`config.mk`:
```
export PLATFORM = sky130hd
export DESIGN_NAME = dobank_top
export DESIGN_NICKNAME = d
export VERILOG_FILES = /design/src/verilog/dobank_pkg.sv /design/src/verilog/dobank_regs.sv /design/src/verilog/dobank_top.sv
export SDC_FILE = /design/constraint.sdc
export NUM_CORES = 1
export LEC_CHECK = 0
export BUFFER_PORTS_ARGS = -buffer_cell sky130_fd_sc_hd__buf_4
export CAP_MARGIN = 20
export CELL_PAD_IN_SITES_DETAIL_PLACEMENT = 0
export CELL_PAD_IN_SITES_GLOBAL_PLACEMENT = 1
export CORE_UTILIZATION = 39
export DETAILED_ROUTE_END_ITERATION = 8
export GPL_TIMING_DRIVEN = 0
export PLACE_DENSITY_LB_ADDON = 0.25
export SLEW_MARGIN = 15
export SYNTH_ARGS = -nofsm -noshare
export SYNTH_HDL_FRONTEND = slang
export SYNTH_SLANG_ARGS = --single-unit
```
`constraint.sdc`:
```
create_clock -name core_clk -period 2.85 [get_ports core_clk]
set_input_delay 0.285 -clock core_clk [delete_from_list [all_inputs] [get_ports core_clk]]
set_output_delay 0.285 -clock core_clk [all_outputs]
set_load 0.05 [all_outputs]
```
`src/verilog/dobank_pkg.sv`:
```
package dobank_pkg;
  localparam int DOBANK_PORTS = 4;
  localparam int DOBANK_PORT_W = 8;
  // write widths
  typedef enum logic [1:0] {
    DOBANK_W_BYTE = 2'b00,
    DOBANK_W_WORD = 2'b01,
    DOBANK_W_DWORD = 2'b10,
    DOBANK_W_NONE = 2'b11
  } dobank_width_t;
  // port index positions
  localparam logic [1:0] DOBANK_PORT_ONE = 2'h0;
  localparam logic [1:0] DOBANK_PORT_THREE = 2'h2;
  localparam logic [7:0] DOBANK_PATTERN_RST = 8'h00;
  localparam logic [3:0] DOBANK_DIR_RST = 4'h0;
  localparam logic [8:0] DOBANK_ERR_CONFLICT = 9'h123; // two's complement of 221 in 9 bits
  typedef struct packed {
    dobank_width_t width;
    logic [1:0] port;
    logic [31:0] data;
  } dobank_write_t;
  typedef struct packed {
    logic valid;
    logic ok;
    logic [8:0] code;
  } dobank_status_t;
endpackage : dobank_pkg

```
`src/verilog/dobank_regs.sv`:
```
module dobank_regs
  import dobank_pkg::*;
#(
  parameter int PORTS = DOBANK_PORTS
) (
  // clock and reset
  input wire logic core_clk,
  input wire logic reset,
  // per-port write strobes and data
  input wire logic [PORTS-1:0] wr_en,
  input wire logic [PORTS*8-1:0] wr_data,
  // stored pattern
  output logic [PORTS*8-1:0] pattern
);
  // each port owns one strobe bit and one byte of the data bus, so zero ports leaves nothing
  if (PORTS < 1) begin : g_bad_ports
    $error("dobank_regs needs at least one port");
  end

  generate
    for (genvar i = 0; i < PORTS; i++) begin : g_port
      always_ff @(posedge core_clk or posedge reset) begin
        if (reset) begin
          pattern[i*8 +: 8] <= DOBANK_PATTERN_RST;
        end else if (wr_en[i]) begin
          pattern[i*8 +: 8] <= wr_data[i*8 +: 8];
        end
      end
    end
  endgenerate
endmodule : dobank_regs

```
`src/verilog/dobank_top.sv`:
```
// Functional notes
// - pattern write refused unless port is output
// - byte write changes only addressed port
// - byte, word and double-word widths supported
// - ports one/two carry bits 0..15
// - ports three/four carry bits 16..31
// - one drives line high, zero low
// - any byte 0 to 255 accepted
// - set pattern reads back unchanged
// - reset makes all ports inputs
// - input port access gives error -221
module dobank_top
  import dobank_pkg::*;
(
  // clock and reset
  input wire logic core_clk,
  input wire logic reset,
  // direction control
  input wire logic dir_wr,
  input wire logic [3:0] dir_mask,
  input wire logic [3:0] dir_value,
  // pattern write
  input wire logic wr_req,
  input wire dobank_write_t wr_cmd,
  // pattern read
  input wire logic rd_req,
  input wire logic [1:0] rd_port,
  // results
  output dobank_status_t status,
  output logic [7:0] rd_data,
  output logic [3:0] dir_state,
  // external lines
  output logic [31:0] out_lines,
  output logic [31:0] out_lines_oe
);
  logic [3:0] dir;
  logic [3:0] span;
  logic legal;
  logic [3:0] wr_en;
  logic [31:0] wr_data;
  logic [31:0] pattern;

  always_ff @(posedge core_clk or posedge reset) begin
    if (reset) begin
      dir <= DOBANK_DIR_RST;
    end else if (dir_wr) begin
      dir <= (dir & ~dir_mask) | (dir_value & dir_mask);
    end
  end

  // ports touched by the request, and whether the start port is legal
  // wide writes must start on an aligned port: words at port one or three, double-words at port one
  always_comb begin
    span = 4'h0;
    legal = 1'b0;
    case (wr_cmd.width)
      DOBANK_W_BYTE: begin
        span = 4'h1 << wr_cmd.port;
        legal = 1'b1;
      end
      DOBANK_W_WORD: begin
        span = 4'h3 << wr_cmd.port;
        legal = (wr_cmd.port == DOBANK_PORT_ONE) || (wr_cmd.port == DOBANK_PORT_THREE);
      end
      DOBANK_W_DWORD: begin
        span = 4'hF;
        legal = (wr_cmd.port == DOBANK_PORT_ONE);
      end
      default: begin
        span = 4'h0;
        legal = 1'b0;
      end
    endcase
  end

  // whole request refused if any spanned port is an input: no partial update
  assign wr_en = (wr_req && legal && ((span & ~dir) == 4'h0)) ? span : 4'h0;

  // low data byte lands on the start port, higher bytes on the next ports
  always_comb begin
    wr_data = 32'h0000_0000;
    case (wr_cmd.port)
      2'h0: wr_data = wr_cmd.data;
      2'h1: wr_data = {wr_cmd.data[23:0], 8'h00};
      2'h2: wr_data = {wr_cmd.data[15:0], 16'h0000};
      default: wr_data = {wr_cmd.data[7:0], 24'h000000};
    endcase
  end

  dobank_regs #(
    .PORTS(DOBANK_PORTS)
  ) u_regs (
    .core_clk(core_clk),
    .reset(reset),
    .wr_en(wr_en),
    .wr_data(wr_data),
    .pattern(pattern)
  );

  // status answers one cycle after a request
  // a read that meets a write is dropped; the host must ask again
  always_ff @(posedge core_clk or posedge reset) begin
    if (reset) begin
      status <= '0;
      rd_data <= 8'h00;
    end else begin
      status.valid <= wr_req || rd_req;
      status.ok <= 1'b0;
      status.code <= 9'h000;
      if (wr_req) begin
        status.ok <= (wr_en != 4'h0);
        status.code <= (wr_en != 4'h0) ? 9'h000 : DOBANK_ERR_CONFLICT;
      end else if (rd_req) begin
        status.ok <= dir[rd_port];
        status.code <= dir[rd_port] ? 9'h000 : DOBANK_ERR_CONFLICT;
      end
      if (rd_req && !wr_req && dir[rd_port]) begin
        rd_data <= pattern[rd_port*8 +: 8];
      end
    end
  end

  always_ff @(posedge core_clk or posedge reset) begin
    if (reset) begin
      dir_state <= DOBANK_DIR_RST;
    end else begin
      dir_state <= dir;
    end
  end

  // registered so decode glitches never reach the pins
  always_ff @(posedge core_clk or posedge reset) begin
    if (reset) begin
      out_lines <= {DOBANK_PORTS{DOBANK_PATTERN_RST}};
    end else begin
      out_lines <= pattern;
    end
  end

  // an input port lets go of its lines but keeps its pattern
  generate
    for (genvar i = 0; i < DOBANK_PORTS; i++) begin : g_oe
      always_ff @(posedge core_clk or posedge reset) begin
        if (reset) begin
          out_lines_oe[i*8 +: 8] <= 8'h00;
        end else begin
          out_lines_oe[i*8 +: 8] <= {8{dir[i]}};
        end
      end
    end
  endgenerate
endmodule : dobank_top
```
==> key figures <==
Outcome
  – Outcome: finished, final reports clean

Pwr
  – Max VDD drop: 411 uV
  – P_int: 2.82 mW
  – Net Sw Frac: 0.417
  – Clock network fraction of design power: 0.201
  – Leakage: 2.65 nW
  – Seq pwr share: 0.361
  – Power Density: 915 mW/mm^2
  – Combinational power share: 0.438
  – Switch Pwr: 2.02 mW

Worst setup path
  – Crit start category: register
  – Crit Path Max Fanout: 8
  – Worst Setup End Kind: register
  – Worst EP required: 3.09 ns
  – Arrival time at the worst endpoint: 2.34 ns
  – Kind of critical path: register to register

Global route
  – GRT overflow: 0
  – M2 GR Usage: 0.326
  – First-pass GRT wire length: 14.7 mm
  – Initial antenna violation count: 0
  – M3 GR Usage: 0.0497
  – Met1 GRT Util: 0.250
  – Gr busiest metal: met2
  – Largest net degree at the start of global routing: 57
  – Vias in the first global route: 2742
  – GRT Total Usage: 0.194

Run
  – Max Cap Viol: 0

Synth
  – Top cells by count, synth: dfrtp_1, buf_4, mux2_2, nand2_1, mux2i_1
  – Post-synthesis sequential area ratio: 0.537
  – Post-synth EDFFs: 0
  – Yosys warnings: 0
  – Area leader, netlist: dfrtp_1
  – Avg Inst Size Synth: 12.7 um^2
  – Yosys cell types: 36
  – Most frequent cell after synthesis: dfrtp_1
  – Mapped cell area: 0.00386 mm^2
  – Synth area leaders: dfrtp_1, mux2_2, buf_4, mux4_2, mux2i_1
  – Most used DFF post-synth: dfrtp_1
  – Async set-reset flop share out of synthesis: 1.00
  – Flops & latches, synth: 83
  – Yosys top cell area share: 0.537
  – Mapped Cells: 305

STA
  – Highest clock rate: 477 MHz
  – Slew @ Worst Pin: 0.763 ns
  – TNS Setup: 0 ns
  – Final setup viols: 0
  – Period utilization: 0.736
  – Final Max Tran Viols: 0
  – Final hold vios: 0
  – Slew margin rel.: 0.488
  – RSZ-0062 raised after global routing: no
  – Post-layout minimum cycle time: 2.10 ns
  – Worst Clk Skew: 0.00553 ns

Clocking
  – Clock Pin Slew Worst Setup and Hold Paths: 0.08 ns
  – Clk buf depth: 2
  – CTS Buf Count: 9
  – Postcts setup bufs: 0
  – Clk_lat worst skew: 0.36 ns
  – Clk sink count: 83
  – H-tree levels: 3
  – CTS Root Cell: clkbuf_8
  – CTS tree: built

Drt
  – Pre-antenna DRT Iters: 4
  – Starting DRT DRC Count: 65
  – Final WL: 9.67 mm
  – Post-DR vias/cell: 4.80
  – Routed wire length per instance: 16.5 um
  – Final ANT Viol Nets: 0
  – Vias: 2815
  – DRC viols: 0

Floorplanning
  – Width of the die: 102 um
  – Cell Rows: 35
  – I/O pin total: 138
  – Core ar.: 0.00942 mm^2
  – DIE HEIGHT: 102 um
  – Initial Utilization: 0.410
  – Die Area: 0.0103 mm^2

Final layout
  – Layout cell share with drive strength beyond 1: 0.558
  – Nets: 503
  – # fillers: 838
  – Diodes inserted: 0
  – Area Overhead vs Synth: 36.9%
  – Final Cell Area: 0.00529 mm^2

Placed design
  – HPWL after DPL: 6.83 mm
  – GPL Wtd Cong: 0.824
  – Placed inst area: 0.00505 mm^2
  – PortBufs: 130

Hold path
  – Hold Path Class: input pin to register
==> cells in the final DEF, fill, tap and decap left out, types with 2 or more instances in the layout <==
cell type and n:
a211oi_1 8, nor2b_1 10, o21ai_0 10, or2_2 3
mux2_1 2, nor2_1 11, a21bo_2 8, nand2b_1 3
mux4_2 9, a21oi_1 9, clkbuf_1 4, conb_1 5
nand2_1 17, clkbuf_8 10, mux2i_1 16, bufinv_16 2
nand3b_1 3, dfrtp_1 83, mux2_2 34, buf_4 172
buf_2 6, o21ai_1 2, nand4_1 8
==> registers in the layout, summed over array words and instances, names as in the netlist, named ones only <==
register        count
u_regs.pattern     32
rd_data             8
out_lines          32
dir_state           4
status              3
==> stage by stage <==
step | hold WS [ns] | util | total power [mW] | std cells | setup WS, ns
finish | 0.133 | 0.562 | 4.84 | 586 | 0.753
global route | 0.124 | 0.562 | 5.05 | 586 | 0.544
CTS | 0.121 | 0.562 | 4.89 | 586 | 0.710
detailed placement | 0.300 | 0.536 | 3.91 | 569 | 0.511
global placement | 0.380 | 0.533 | 3.88 | 568 | -0.480
floorplan | 0.364 | - | 3.24 | 309 | 0.428
==> area by class of cell <==
cell class	count	area, um^2	area share
inverter	2	10.0	0.00189
timing repair buffer	132	1010	0.192
clock buffer	10	138	0.0260
tap	129	161	0.0305
sequential	83	2080	0.393
multi-input combinational	171	1430	0.271
buffer	53	364	0.0688
clock inverter	6	96.3	0.0182
==> metal layers <==
| layer | share of wire | wire [um] |
|---|---|---|
| met1 | 0.43 | 4170 |
| met2 | 0.51 | 4890 |
| met3 | 0.056 | 545 |
| met4 | 0.0059 | 57 |
| met5 | 0 | 0 |
==> power by group through the flow <==
stage	logic (mW)	clock network, mW	registers [mW]
4_1_cts	2.14	0.997	1.76
6_report	2.12	0.971	1.75
3_5_place_dp	2.13	0	1.78
2_1_floorplan	0.765	0	2.48
3_3_place_gp	2.11	0	1.77
5_1_grt	2.22	1.04	1.79
==> cells by family after synthesis <==
group | after synthesis | synth area share
other | 1 | 0.000970
and+or+nand+nor | 64 | 0.0903
DFF | 83 | 0.537
muxes | 61 | 0.199
AOI/OAI and AO/OA | 41 | 0.0764
buffers and inverters | 55 | 0.0961
==> critical path, cell delays in order, from the launching register on <==
cell and delay, ns:
dfrtp_1 0.43, nand3b_1 0.13, o2111ai_1 0.15, a2111oi_2 0.44, a21boi_4 0.44, mux2_2 0.38
==> path summary, 6_finish.rpt <==
| path | start | endpoint | slack, ns | cells past startpoint |
|---|---|---|---|---|
| min in group asynchronous | reset | out_lines[15]$_DFF_PP0_ | 0.46 | 3 |
| worst min-delay path | rd_req | status[10]$_DFF_PP0_ | 0.13 | 2 |
| max in group asynchronous | reset | out_lines[25]$_DFF_PP0_ | 1.80 | 4 |
| worst max register to register | register | u_regs.pattern[21]$_DFFE_PP0P_ | 0.75 | 5 |
| worst min register to register | u_regs.pattern[29]$_DFFE_PP0P_ | out_lines[29]$_DFF_PP0_ | 0.40 | 0 |
| worst max-delay path | register | u_regs.pattern[21]$_DFFE_PP0P_ | 0.75 | 5 |
==> what timing repair did <==
action / CTS / global route
resized for setup: 0 / 0
endpoints found under the hold margin: 27 / 0
hold buffers: 1 / 0
Note: power is estimated with default switching activity, not from simulation.
